**config.mk**
```make
export PLATFORM = sky130hd
export DESIGN_NAME = pattern_gen
export DESIGN_NICKNAME = d
export VERILOG_FILES = /design/src/hdl/pattern_pkg.sv /design/src/hdl/pattern_gen.sv
export SDC_FILE = /design/constraint.sdc
export NUM_CORES = 1
export LEC_CHECK = 0
export BUFFER_PORTS_ARGS = -buffer_cell sky130_fd_sc_hd__buf_2
export CORE_ASPECT_RATIO = 0.6
export CORE_MARGIN = 4
export CORE_UTILIZATION = 61
export DETAILED_ROUTE_END_ITERATION = 8
export PLACE_DENSITY = 0.78
export SYNTH_ARGS = -nofsm -noshare
export SYNTH_HDL_FRONTEND = slang
export SYNTH_SLANG_ARGS = --single-unit
```
**constraint.sdc**
```tcl
create_clock -name MCLK -period 5.8 [get_ports MCLK]
set_input_delay 0.58 -clock MCLK [delete_from_list [all_inputs] [get_ports MCLK]]
set_output_delay 0.58 -clock MCLK [all_outputs]
set_load 0.005 [all_outputs]
```
**src/hdl/pattern_pkg.sv**
```systemverilog
// package of register map, field positions, timing counts and state types for the test pattern block
package pattern_pkg;

   ////////////////////////////////////////////////////////////////////////////////
   // register offsets and reset values
   localparam logic [7:0] REG_CTRL   = 8'h64;
   localparam logic [7:0] REG_CFG    = 8'h65;
   localparam logic [7:0] REG_IADDR  = 8'h66;
   localparam logic [7:0] REG_IDATA  = 8'h67;
   localparam logic [7:0] CTRL_RST   = 8'h10;
   localparam logic [7:0] CFG_RST    = 8'h00;
   localparam logic [7:0] IADDR_RST  = 8'h00;
   localparam logic [7:0] IND_RST    = 8'h00;
   localparam logic [7:0] CFG_MASK   = 8'h7F;

   ////////////////////////////////////////////////////////////////////////////////
   // field positions
   localparam int CTRL_SEL_LSB = 4;
   localparam int CTRL_BARS    = 2;
   localparam int CTRL_REV     = 1;
   localparam int CTRL_EN      = 0;
   localparam int CFG_SCALE    = 6;
   localparam int CFG_CUST     = 5;
   localparam int CFG_18B      = 4;
   localparam int CFG_EXTCLK   = 3;
   localparam int CFG_TSEL     = 2;
   localparam int CFG_INV      = 1;
   localparam int CFG_AUTO     = 0;

   ////////////////////////////////////////////////////////////////////////////////
   // indirect space
   localparam int         IND_DEPTH = 8;
   localparam logic [7:0] IND_FT    = 8'h00;
   localparam logic [7:0] IND_RED   = 8'h01;
   localparam logic [7:0] IND_GRN   = 8'h02;
   localparam logic [7:0] IND_BLU   = 8'h03;

   ////////////////////////////////////////////////////////////////////////////////
   // pattern codes and colour masks
   localparam logic [3:0]  PAT_CHECKER = 4'h0;
   localparam logic [3:0]  PAT_CUSTOM  = 4'hE;
   localparam logic [3:0]  PAT_COMMON_VOLTAGE_PATTERN    = 4'hF;
   localparam logic [23:0] MASK_18B    = 24'hFCFCFC;
   localparam logic [23:0] WHITE       = 24'hFFFFFF;

   ////////////////////////////////////////////////////////////////////////////////
   // internal timing counts
   localparam logic [1:0]  PIX_DIV  = 2'h3;
   localparam logic [10:0] H_ACTIVE = 11'h400;
   localparam logic [10:0] H_TOTAL  = 11'h44C;
   localparam logic [9:0]  V_ACTIVE = 10'h200;
   localparam logic [9:0]  V_TOTAL  = 10'h208;

   ////////////////////////////////////////////////////////////////////////////////
   // types
   typedef struct packed {
      logic        de;
      logic        vs;
      logic [23:0] rgb;
   } video_t;

   typedef struct packed {
      logic [7:0]                 ctrl;
      logic [7:0]                 cfg;
      logic [7:0]                 iaddr;
      logic [IND_DEPTH-1:0][7:0]  ind;
      logic [7:0]                 rdata;
      logic [1:0]                 div;
      logic [2:0]                 pclk_sync;
      logic [2:0]                 de_sync;
      logic [2:0]                 vs_sync;
      logic [10:0]                h;
      logic [9:0]                 v;
      logic [7:0]                 frames;
      logic [3:0]                 cur_pat;
      video_t                     vid;
      logic                       strobe;
      logic                       active;
   } state_t;

endpackage

```
**src/hdl/pattern_gen.sv**
```systemverilog
// test pattern generator with configuration and indirect register access
`timescale 1ns/100ps

module pattern_gen
   import pattern_pkg::*;
(
   input  wire logic        MCLK,
   input  wire logic        RSTN,
   input  wire logic [7:0]  REG_ADDR,
   input  wire logic [7:0]  REG_WDATA,
   input  wire logic        REG_WR,
   input  wire logic        REG_RD,
   output logic      [7:0]  REG_RDATA,
   input  wire logic        PCLK_EXT,
   input  wire logic        EXT_DE,
   input  wire logic        EXT_VS,
   output logic      [23:0] RGB_OUT,
   output logic             DE_OUT,
   output logic             VS_OUT,
   output logic             PIX_STROBE,
   output logic             PATTERN_ACTIVE
);

   ////////////////////////////////////////////////////////////////////////////////
   // colour of one pixel
   function automatic logic [23:0] pix_colour(
      input logic [3:0]  sel,
      input logic        bars,
      input logic        rev,
      input logic        scale,
      input logic        cust_chk,
      input logic [23:0] cust,
      input logic [10:0] h,
      input logic [9:0]  v
   );
      logic        chk;
      logic [7:0]  hl;
      logic [7:0]  vl;
      logic [1:0]  band;
      logic [23:0] bc;
      logic [23:0] c;
      chk  = scale ? (h[3] ^ v[3]) : (h[0] ^ v[0]);
      hl   = h[9:2];
      vl   = v[8:1];
      band = rev ? ~h[9:8] : h[9:8];
      case (band)
         2'h0:    bc = 24'hFFFF00;
         2'h1:    bc = 24'h00FFFF;
         2'h2:    bc = 24'h0000FF;
         default: bc = 24'hFF0000;
      endcase
      case (sel)
         PAT_CHECKER: c = chk ? (cust_chk ? cust : WHITE) : 24'h000000;
         4'h1:        c = WHITE;
         4'h2:        c = 24'h000000;
         4'h3:        c = 24'hFF0000;
         4'h4:        c = 24'h00FF00;
         4'h5:        c = 24'h0000FF;
         4'h6:        c = {hl, hl, hl};
         4'h7:        c = {hl, 8'h00, 8'h00};
         4'h8:        c = {8'h00, hl, 8'h00};
         4'h9:        c = {8'h00, 8'h00, hl};
         4'hA:        c = {vl, vl, vl};
         4'hB:        c = {vl, 8'h00, 8'h00};
         4'hC:        c = {8'h00, vl, 8'h00};
         4'hD:        c = {8'h00, 8'h00, vl};
         PAT_CUSTOM:  c = cust;
         PAT_COMMON_VOLTAGE_PATTERN:    c = chk ? bc : 24'h000000;
         default:     c = 24'h000000;
      endcase
      if (bars) begin
         c = {{8{~h[9]}}, {8{~h[8]}}, {8{~h[7]}}};
      end
      return c;
   endfunction

   ////////////////////////////////////////////////////////////////////////////////
   // state
   state_t      s_r;
   state_t      s_nxt;
   logic        ext_edge;
   logic        de_fall;
   logic        vs_rise;
   logic        div_tick;
   logic        step;
   logic        frame_done;
   logic        internal_tm;
   logic [7:0]  ft;
   logic [23:0] cust;
   logic [23:0] colour;
   logic        in_active;

   always_comb begin
      s_nxt = s_r;

      // pin synchronisers; stage 0 feeds stage 1 only
      s_nxt.pclk_sync = {s_r.pclk_sync[1:0], PCLK_EXT};
      s_nxt.de_sync   = {s_r.de_sync[1:0], EXT_DE};
      s_nxt.vs_sync   = {s_r.vs_sync[1:0], EXT_VS};
      ext_edge = s_r.pclk_sync[1] & ~s_r.pclk_sync[2];
      de_fall  = ~s_r.de_sync[1] & s_r.de_sync[2];
      vs_rise  = s_r.vs_sync[1] & ~s_r.vs_sync[2];

      ////////////////////////////////////////////////////////////////////////////
      // register port
      if (REG_WR) begin
         case (REG_ADDR)
            REG_CTRL:  s_nxt.ctrl  = REG_WDATA;
            REG_CFG:   s_nxt.cfg   = REG_WDATA & CFG_MASK;
            REG_IADDR: s_nxt.iaddr = REG_WDATA;
            REG_IDATA: begin
               if (s_r.iaddr < 8'(IND_DEPTH)) begin
                  s_nxt.ind[s_r.iaddr[2:0]] = REG_WDATA;
               end
            end
            default:   s_nxt.ctrl  = s_r.ctrl;
         endcase
      end
      if (REG_RD) begin
         case (REG_ADDR)
            REG_CTRL:  s_nxt.rdata = s_r.ctrl;
            REG_CFG:   s_nxt.rdata = s_r.cfg & CFG_MASK;
            REG_IADDR: s_nxt.rdata = s_r.iaddr;
            REG_IDATA: s_nxt.rdata = (s_r.iaddr < 8'(IND_DEPTH)) ? s_r.ind[s_r.iaddr[2:0]] : 8'h00;
            default:   s_nxt.rdata = 8'h00;
         endcase
      end

      ////////////////////////////////////////////////////////////////////////////
      // pixel clock choice
      internal_tm = s_r.cfg[CFG_TSEL];
      div_tick    = (s_r.div == PIX_DIV);
      s_nxt.div   = div_tick ? 2'h0 : s_r.div + 2'h1;
      if (internal_tm) begin
         step = s_r.cfg[CFG_EXTCLK] ? ext_edge : div_tick;
      end else begin
         step = ext_edge;
      end

      ////////////////////////////////////////////////////////////////////////////
      // timing counters
      frame_done = 1'b0;
      if (internal_tm) begin
         in_active = (s_r.h < H_ACTIVE) && (s_r.v < V_ACTIVE);
         if (step) begin
            if (s_r.h == H_TOTAL - 11'h001) begin
               s_nxt.h = 11'h000;
               if (s_r.v == V_TOTAL - 10'h001) begin
                  s_nxt.v    = 10'h000;
                  frame_done = 1'b1;
               end else begin
                  s_nxt.v = s_r.v + 10'h001;
               end
            end else begin
               s_nxt.h = s_r.h + 11'h001;
            end
         end
      end else begin
         in_active = s_r.de_sync[2];
         if (vs_rise) begin
            s_nxt.h    = 11'h000;
            s_nxt.v    = 10'h000;
            frame_done = 1'b1;
         end else if (de_fall) begin
            s_nxt.h = 11'h000;
            s_nxt.v = s_r.v + 10'h001;
         end else if (step && in_active) begin
            s_nxt.h = s_r.h + 11'h001;
         end
      end

      ////////////////////////////////////////////////////////////////////////////
      // pattern sequencing
      ft = s_r.ind[IND_FT[2:0]];
      if (!s_r.cfg[CFG_AUTO]) begin
         s_nxt.cur_pat = s_r.ctrl[CTRL_SEL_LSB +: 4];
         s_nxt.frames  = 8'h00;
      end else if (frame_done) begin
         if (s_r.frames + 8'h01 >= ft) begin
            s_nxt.cur_pat = s_r.cur_pat + 4'h1;
            s_nxt.frames  = 8'h00;
         end else begin
            s_nxt.frames = s_r.frames + 8'h01;
         end
      end

      ////////////////////////////////////////////////////////////////////////////
      // colour path
      cust   = {s_r.ind[IND_RED[2:0]], s_r.ind[IND_GRN[2:0]], s_r.ind[IND_BLU[2:0]]};
      colour = pix_colour(s_r.cur_pat, s_r.ctrl[CTRL_BARS], s_r.ctrl[CTRL_REV], s_r.cfg[CFG_SCALE],
                          s_r.cfg[CFG_CUST], cust, s_r.h, s_r.v);
      if (s_r.cfg[CFG_INV]) begin
         colour = ~colour;
      end
      if (s_r.cfg[CFG_18B]) begin
         colour = colour & MASK_18B;
      end

      s_nxt.active = s_r.ctrl[CTRL_EN];
      s_nxt.strobe = 1'b0;
      if (!s_r.ctrl[CTRL_EN]) begin
         s_nxt.vid = '0;
      end else if (step) begin
         s_nxt.strobe  = 1'b1;
         s_nxt.vid.de  = in_active;
         s_nxt.vid.vs  = internal_tm ? (s_r.v == V_TOTAL - 10'h001) : s_r.vs_sync[2];
         s_nxt.vid.rgb = in_active ? colour : 24'h000000;
      end
   end

   always_ff @(posedge MCLK) begin
      if (!RSTN) begin
         s_r       <= '0;
         s_r.ctrl  <= CTRL_RST;
         s_r.cfg   <= CFG_RST;
         s_r.iaddr <= IADDR_RST;
         s_r.ind   <= {IND_DEPTH{IND_RST}};
      end else begin
         s_r <= s_nxt;
      end
   end

   ////////////////////////////////////////////////////////////////////////////////
   // outputs
   assign REG_RDATA      = s_r.rdata;
   assign RGB_OUT        = s_r.vid.rgb;
   assign DE_OUT         = s_r.vid.de;
   assign VS_OUT         = s_r.vid.vs;
   assign PIX_STROBE     = s_r.strobe;
   assign PATTERN_ACTIVE = s_r.active;

endmodule // pattern_gen

```
==> results of run 1 <==
-- layout by cell type (no fill, tap or decap), drive strengths merged, types with 28 or more instances in the layout --
master  netlist  routed
dfxtp       167     167
nand2       132     132
o21ai       100     100
a21boi       74      74
buf          49      72
nor2         63      63
nand3        58      58
mux2i        46      46
a21oi        30      30
nor2b        28      28
-- cell usage after synthesis (24+ instances only) --
master and number:
sky130_fd_sc_hd__buf_4 35, sky130_fd_sc_hd__mux2i_1 46, sky130_fd_sc_hd__clkbuf_1 77, sky130_fd_sc_hd__nand3_1 57, sky130_fd_sc_hd__a221oi_1 24, sky130_fd_sc_hd__a21boi_0 72, sky130_fd_sc_hd__nor2b_1 28, sky130_fd_sc_hd__nand2_1 132
sky130_fd_sc_hd__nor2_1 58, sky130_fd_sc_hd__dfxtp_1 167, sky130_fd_sc_hd__o21ai_0 99, sky130_fd_sc_hd__a21oi_1 30
-- logic make-up after synthesis --
group	Yosys count	share of synthesized area (%)
adder cells (fa/ha/maj)	18	2.39
XOR/XNOR	36	3.34
AND/OR/NAND/NOR	382	20.3
AO/OA/AOI/OAI	332	24.1
multiplexers	58	7.03
buffers and inverters	143	7.36
flip-flops	167	35.5
-- routing by layer --
| metal | track usage [%] | up-vias | wire length, µm | part of all wire (%) |
|---|---|---|---|---|
| li1 | - | 3990 | - | - |
| met1 | 49.8 | 4098 | 13200 | 47 |
| met2 | 41.8 | 477 | 10900 | 39 |
| met3 | 9.72 | 34 | 3770 | 13 |
| met4 | 5.73 | 0 | 339 | 1.2 |
| met5 | 0 | - | 0 | 0 |
-- sequential cells by signal, summed over array words and instances, names as in the netlist --
name and cells:
s_r 91, RGB_OUT 24, cust 24, REG_RDATA 8, ft 8, s_nxt 7
DE_OUT 1, PATTERN_ACTIVE 1, PIX_STROBE 1, VS_OUT 1, internal_tm 1
-- worst max-delay path by stage --
stage | start | to | slack (ns)
after floorplan | s_r[32] | s_r[32] | 3.36
after global placement | s_r[28] | RGB_OUT[3] | 2.77
after detailed placement | s_r[28] | RGB_OUT[2] | 2.68
after CTS | s_r[28] | RGB_OUT[2] | 2.67
after global routing | s_r[28] | RGB_OUT[9] | 2.34
final | s_r[28] | RGB_OUT[2] | 2.59
-- layout make-up --
cell class / count / share of cell area (%)
multi-input combinational: 826 / 53.8
sequential: 167 / 33.3
clock buffer: 18 / 4.27
timing repair buffer: 72 / 3.94
tap: 198 / 2.47
clock inverter: 14 / 1.62
inverter: 17 / 0.635
-- power groups by stage --
stage	Clock (mW)	Combinational (mW)	Sequential [mW]
final	1.15	0.155	1.16
after global routing	1.21	0.167	1.16
after CTS	1.15	0.150	1.16
after detailed placement	0	0.148	1.19
after global placement	0	0.149	1.19
after floorplan	0	0.110	1.19
-- metrics by stage --
step           area (µm²)  std cells  utilization, %  worst slack (ns)
3_3_place_gp         9450       1280            63.8              2.77
5_1_grt             10000       1312            67.8              2.34
2_1_floorplan        9430       1136               -              3.36
6_report            10000       1312            67.8              2.59
3_5_place_dp         9450       1280            63.8              2.68
4_1_cts             10000       1312            67.8              2.67
==> results.txt, run 1 <==
The gate family responsible for the most delay along the worst path is simple AND/OR/NAND/NOR gates. The post-route netlist has roughly an eighth of its cells at a drive strength greater than 1. The slowest library cell on the worst path is sky130_fd_sc_hd__or4_4.

The effective utilization at floorplan came out at between 60 and 70%. The flow ran to the end, and the final reports show no timing, DRC or antenna violations. Setup repair after global routing left no endpoint under its margin.

The worst register-to-register path begins at s_r[28]. The register-to-register setup slack is around 2.6 ns. Setup violations remaining at the end of the flow were counted as 0. After global routing the overflow that remains totals 0. The synthesized design spends more area on one cell type than any other, namely sky130_fd_sc_hd__dfxtp_1.

The clock network is responsible for a little under half of the overall power. In this design, the stage delay of the slowest critical-path cell is ~0.76 ns. The die height is 104 µm. The clock skew after layout came out at between 0.01 and 0.015 ns. Walking the worst path, the cells encountered are inv_1 > ha_1 > or4_4 > nor3_2 > o21ai_0 > nand3_1 > mux2i_1 > a211o_1. The routed via count came out at about 8600. The clock network latency to the later pin of the worst-skew pair is around 0.42 ns. In this run, post-CTS hold repair placed 0 buffers. The average instance in the mapped netlist occupies 8.30 µm².

In the synthesized netlist the async set-or-reset flop fraction comes to 0%. Fill cells in the final layout number roughly 1300. Data arrives at the worst endpoint at 3.52 ns. TritonCTS built the clock tree.

Measured against its own limit, the worst slew margin works out to a little under a third. Summing internal, switching and leakage power gives roughly 2.5 mW. The H-tree level count is 4. The switching power is 0.608 mW.

In this run the most critical hold path is launched from EXT_VS. The detail-routed via count per cell is 6.55. The initial DRC count came out at approximately 1200. The boundary pin count came out at just under 60.

In this run the critical register-to-register path is captured at RGB_OUT[2]. The power density over cell area came out at about 250 nW/µm². The sequential cell fraction of total power came out at 47.1%. The total wirelength of the detailed-routed design is 28200 µm.

Clock tree synthesis inserted a total of 17 buffers. After synthesis, the cell types taking the most area are sky130_fd_sc_hd__dfxtp_1 (35%), sky130_fd_sc_hd__a21boi_0 (5.7%), sky130_fd_sc_hd__nand2_1 (5.3%). The transition time at the pin with the least slew margin came out at around 1.0 ns. The number of hold-slack violations in the final timing report is 0.

The count of pins over their slew limit came out at 0. Global routing used 31.6% of the available tracks. The highest achievable clock rate is slightly above 300 MHz.

Buffers added to address setup during post-CTS repair amount to 0. The net count of the mapped netlist is 1177. The number of standard cells after synthesis is ~1100.

The clock net in this run drives a total of approximately 170 sinks. The number of DRC violations after detailed routing came out at 0. The most used flip-flop cell after synthesis is sky130_fd_sc_hd__dfxtp_1. The final layout contains ~1100 nets. The weighted congestion reported at the end of routability-driven placement is between 0.9 and 1. The buffer levels on the longest clock path came out at 2. The number of cells traversed by the worst register-to-register path is 8. Cell internal power was estimated by the tool at ~1.9 mW.

Dividing the detail-routed wire length by the instance count gives 21.5 µm. The worst hold path belongs to the class in -> reg. The sum of negative setup slack came out at 0 ns.

The clock transition at the registers of the reported paths came out at approximately 0.070 ns. In this run the static leakage power is around 3.6 nW. The sequential cell area came out at approximately 3300 µm².

Measured along the x axis, the die boundary spans ~170 µm. The largest net degree at the start of global routing is between 100 and 150. The HPWL after detailed placement came out at between 15000 and 20000 µm.

Compared with the post-synthesis result, the final layout area differs by 6.52%. Net switching is 24.6% of the power. The die area came out at between 15000 and 20000 µm². Counting flops and latches in the post-synthesis netlist gives ~170. The count of flip-flops with a built-in enable after synthesis is 0. Once detail routing completed, the nets flagged for antenna violations numbered 0. The logic depth of the worst path, buffers included came out at 8.

The critical path buffer and inverter count came out at 1. The worst setup path is launched from a flop. The antenna diode count came out at 0. The number of cells on the worst hold path is 2. The post-route fraction of the period consumed by the critical path came out at between 50 and 60%. The combinational fraction of design power came out at roughly 6.3%.

The first global-routing pass estimated about 45000 µm of wire. Row generation in the floorplan step produced 34 rows. The area occupied by multi-input gates is roughly 5400 µm². The kind of capture point of the worst setup path is a flop.

The terminating pin of the worst hold path is s_nxt[62]. The first TritonRoute pass finished after 6 iterations. The number of global-route vias before repair is ~7800. The peak fanout along the critical path is 29. The count of different cell masters after synthesis is 70. The CTS root buffer is sky130_fd_sc_hd__clkbuf_16.

The core region is roughly 15000 µm². The post-synthesis sequential area ratio came out at around 35%. The worst path required time came out at just over 6 ns. The initial antenna violation count came out at 0. The max-capacitance violation count came out at 0. The final critical path time including I/O delays and setup is between 3 and 4 ns.

The area of the mapped netlist is around 9400 µm². The number of resized instances in the post-cts repair step came out at 0. The count of port buffers added during placement came out at 58.

The top cell type's share of synthesized area is between 30% and 40%. The worst setup path is of the reg -> reg kind. The number of synthesis warnings is 0.

The worst-case IR drop observed on VDD is ~0.00018 V. The worst slack on hold paths is between 0.3 and 0.4 ns.
(Power assumes the default switching activity.)
==> run 2: changes to the inputs <==
ABC_AREA = 1   (was unset)
CORE_UTILIZATION = 56   (was 61)
PLACE_DENSITY = 0.75   (was 0.78)
clock period = 2.81 ns   (was 5.8 ns; I/O delays follow)
==> results.txt, run 2 <==
The flow ran to the end, and the final reports show no timing, DRC or antenna violations. The total power after layout came out at 5.35 mW (+120%). The width of the die came to 178 µm (+5.4%). The initial DRC count is 1392 (+16%). The number of flip-flops under the largest register name came to 91 (unchanged).

The sequential cell area came out at 3340 µm² (unchanged). The maximum vdd drop came out at 0.000549 V (+210%). The number of cells traversed by the worst register-to-register path came to 13 (+5). The detail-routed via count per cell came out at 5.81 (-11%). The die height is 110 µm (+5.2%). The worst setup path is of the reg -> reg kind. The share of flip-flops with an asynchronous set or reset is 0% (unchanged). TritonCTS built the clock tree.

The effective utilization at floorplan is 58.3% (-5.4 points). The most frequent standard cell in the layout excluding fill and tap cells is sky130_fd_sc_hd__nand2_1. CTS placed an instance of sky130_fd_sc_hd__clkbuf_16 at the clock tree root. The type of the worst min-delay path is in -> reg. The number of inserted filler cells in the final layout is 1628 (+30%). The first-pass iteration count of the detailed router came out at 7 (+1).

The transition time at the pin with the least slew margin is 0.776 ns (-0.273 ns). The clock transition at the registers of the reported paths is 0.06 ns (about the same). The leakage power figure is 4.44 nW (+22%).

The register-to-register setup slack came to 0.29 ns (-2.30 ns). The top cell type's share of synthesized area came out at 34.6% (-0.85 points). The most common cell in the synthesized netlist is sky130_fd_sc_hd__nand2_1.

The number of global-route vias before repair came to 8911 (+14%). The total of flip-flops plus latches after synthesis is 167 (unchanged). The endpoint identified for the worst register-to-register timing path is s_r[37].

The largest net degree at the start of global routing came to 113 (-6.6%). The hold buffer count at CTS is 0 (unchanged). In the layout the commonest cells are sky130_fd_sc_hd__nand2_1 (357), sky130_fd_sc_hd__dfxtp_1 (167), sky130_fd_sc_hd__o21ai_0 (162). The number of cells after detailed placement came out at 1694 (+32%). In the synthesized netlist, the cells that appear most often are sky130_fd_sc_hd__nand2_1 (358), sky130_fd_sc_hd__dfxtp_1 (167), sky130_fd_sc_hd__o21ai_0 (162). Of all cell types, the one taking the most synthesized area is sky130_fd_sc_hd__dfxtp_1. The worst slew margin relative to its limit is 48.1% (+18 points). Setup repair after global routing left no endpoint under its margin. The wire length of the first global-routing pass was 49700 µm (+12%). The terminating pin of the worst hold path is s_nxt[68].

The total wirelength of the detailed-routed design came to 31600 µm (+12%). The number of standard cells after synthesis is 1501 (+32%). The number of synthesis warnings came out at 0 (unchanged). The count of pins over their slew limit came out at 0 (unchanged). The non-filler instance count after layout came out at 1726 (+32%).

The weighted congestion reported at the end of routability-driven placement came out at 1.08 (+9.9%). The routed via count is 10000 (+17%). The boundary pin count is 59 (unchanged). The max-capacitance violation count is 0 (unchanged). The count of flip-flops with a built-in enable after synthesis came to 0 (unchanged).

The highest achievable clock rate was 396 MHz (+27%). The net count of the mapped netlist is 1542 (+31%). STA classifies the critical path startpoint as a flop.

The initial antenna violation count is 0 (unchanged). The mean post-synth cell area came out at 6.44 µm² (-22%). By area the synthesized netlist is led by sky130_fd_sc_hd__dfxtp_1 (35%), sky130_fd_sc_hd__nand2_1 (14%), sky130_fd_sc_hd__o21ai_0 (8.4%). The worst path required time is 3.15 ns (-2.96 ns). The net count of the finished layout came out at 1526 (+34%).

The peak fanout along the critical path came out at 9 (-69%). s_r holds more flip-flops than any other register. The clock network latency to the later pin of the worst-skew pair is 0.44 ns (+0.02 ns).

The average routed wire per standard cell came out at 18.3 µm (-15%). The post-synthesis sequential area ratio came out at 34.6% (-0.85 points). The power density over cell area is 514 nW/µm² (+110%). The post-route fraction of the period consumed by the critical path is 89.8% (+34 points).

The number of hold-slack violations in the final timing report came out at 0 (unchanged). The remaining number of nets flagged by the antenna check after routing came out at 0 (unchanged). The number of DRC violations after detailed routing is 0 (unchanged). The count of different cell masters after synthesis is 38 (-46%).

The H-tree level count was 4 (unchanged). The most used flip-flop cell after synthesis is sky130_fd_sc_hd__dfxtp_1. The clock skew after layout came out at 0.0132 ns (+0.00105 ns). The number of clock sinks is 167 (unchanged). The total setup violations reported at the end of the flow was 0 (unchanged). The HPWL after detailed placement is 22800 µm (+14%). STA classifies the critical path endpoint as a flop. The growth of design area from synthesis to finish came out at 7.85%.

The sum of negative setup slack came out at 0 ns (unchanged). The total congestion overflow is 0 (unchanged). The antenna diode count came out at 0 (unchanged). The total global-route track usage is 33.2% (+1.6 points).

The number of cells on the worst hold path came out at 3 (+1). The launching point of the worst reg2reg path is s_r[34]. The final critical path time including I/O delays and setup is 2.52 ns (-0.685 ns).

The placeable core region came out at 16600 µm² (+12%). The layout cell share with drive strength beyond 1 is 8.88% (-3.4 points). The die area is 19500 µm² (+11%).

The count of port buffers added during placement came out at 58 (unchanged). The startpoint identified for the worst hold timing path is PCLK_EXT. The worst slack on hold paths came out at 0.0257 ns (-0.342 ns). The number of rows in the core area was 36 (+5.9%). The area of the mapped netlist is 9660 µm² (+2.5%). The TritonCTS buffer count came out at 17 (unchanged). The area occupied by multi-input gates came out at 5070 µm² (-6.0%). The buffer levels on the longest clock path is 2 (unchanged). The data arrival time of the critical path came out at 2.87 ns (-0.65 ns).
run 2: cell types whose count changed in the layout (fill, tap and decap cells not counted), sizes merged, moves of 19 or more:
| cell | delta |
|---|---|
| a21oi | +118 |
| nor2 | +52 |
| a21boi | -74 |
| mux2i | -46 |
| a221oi | -24 |
| nor2b | -28 |
| nand3 | +64 |
| inv | +146 |
| nand4 | +25 |
| nand2 | +231 |
| xnor2 | -19 |
| a22oi | -20 |
| o21ai | +63 |
run 2: timing repair:
item,4_1_cts,5_1_grt
resized for setup,0,2
buffers inserted,0,0
setup endpoints to repair,0,9
run 2: kinds of logic after synthesis:
| family | Yosys count | share of synthesized area (%) |
|---|---|---|
| flip-flops | 167 | 34.6 |
| buffers and inverters | 282 | 13.0 |
| XOR/XNOR | 14 | 1.27 |
| AO/OA/AOI/OAI | 352 | 19.2 |
| AND/OR/NAND/NOR | 668 | 29.6 |
| adder cells (fa/ha/maj) | 18 | 2.33 |
run 2: power breakdown:
part | internal, mW | switching, mW | total, mW | leakage (nW)
combinational | 0.122 | 0.275 | 0.397 | 2.78
clock | 1.50 | 1.05 | 2.56 | 0.304
sequential | 2.39 | 0.0152 | 2.40 | 1.35
run 2: layout make-up:
cell class,instances,share of cell area (%)
clock buffer,19,4.15
multi-input combinational,1052,48.7
sequential,167,32.1
clock inverter,13,1.85
tap,228,2.74
timing repair buffer,79,4.42
inverter,168,6.05
run 2: critical path, cell delays in order, from the launching register on:
cell and delay, ns:
sky130_fd_sc_hd__dfxtp_1 0.40, sky130_fd_sc_hd__nand3_1 0.13, sky130_fd_sc_hd__nand3b_1 0.20, sky130_fd_sc_hd__nand3b_1 0.20
sky130_fd_sc_hd__xor2_1 0.20, sky130_fd_sc_hd__inv_1 0.07, sky130_fd_sc_hd__ha_1 0.30, sky130_fd_sc_hd__nand2_1 0.09
sky130_fd_sc_hd__nor2_1 0.06, sky130_fd_sc_hd__a211oi_2 0.19, sky130_fd_sc_hd__nand3_1 0.10, sky130_fd_sc_hd__nand2_1 0.12
sky130_fd_sc_hd__nand2_2 0.14, sky130_fd_sc_hd__a211oi_1 0.22
run 2: metrics by stage:
stage	area, µm²	utilization [%]	setup WS (ns)
2_1_floorplan	9660	-	0.582
3_3_place_gp	9790	59.0	0.331
3_5_place_dp	9790	59.0	0.147
4_1_cts	10400	62.8	0.122
5_1_grt	10400	62.9	0.0413
6_report	10400	62.9	0.287
run 2: per-layer routing:
layer  vias up  share of wire (%)  global-route usage, %
li1       4876                  -                      -
met1      4570                 47                   51.0
met2       552                 37                   42.9
met3        35                 15                   12.4
met4         0                1.0                   7.06
met5         -                  0                      0
run 2: worst max-delay path by stage:
stage | from | end | slack (ns)
2_1_floorplan | s_r[32] | s_r[38] | 0.58
3_3_place_gp | s_r[32] | s_r[38] | 0.33
3_5_place_dp | s_r[32] | s_r[37] | 0.15
4_1_cts | s_r[34] | s_r[37] | 0.12
5_1_grt | s_r[34] | s_r[36] | 0.04
6_report | s_r[34] | s_r[37] | 0.29
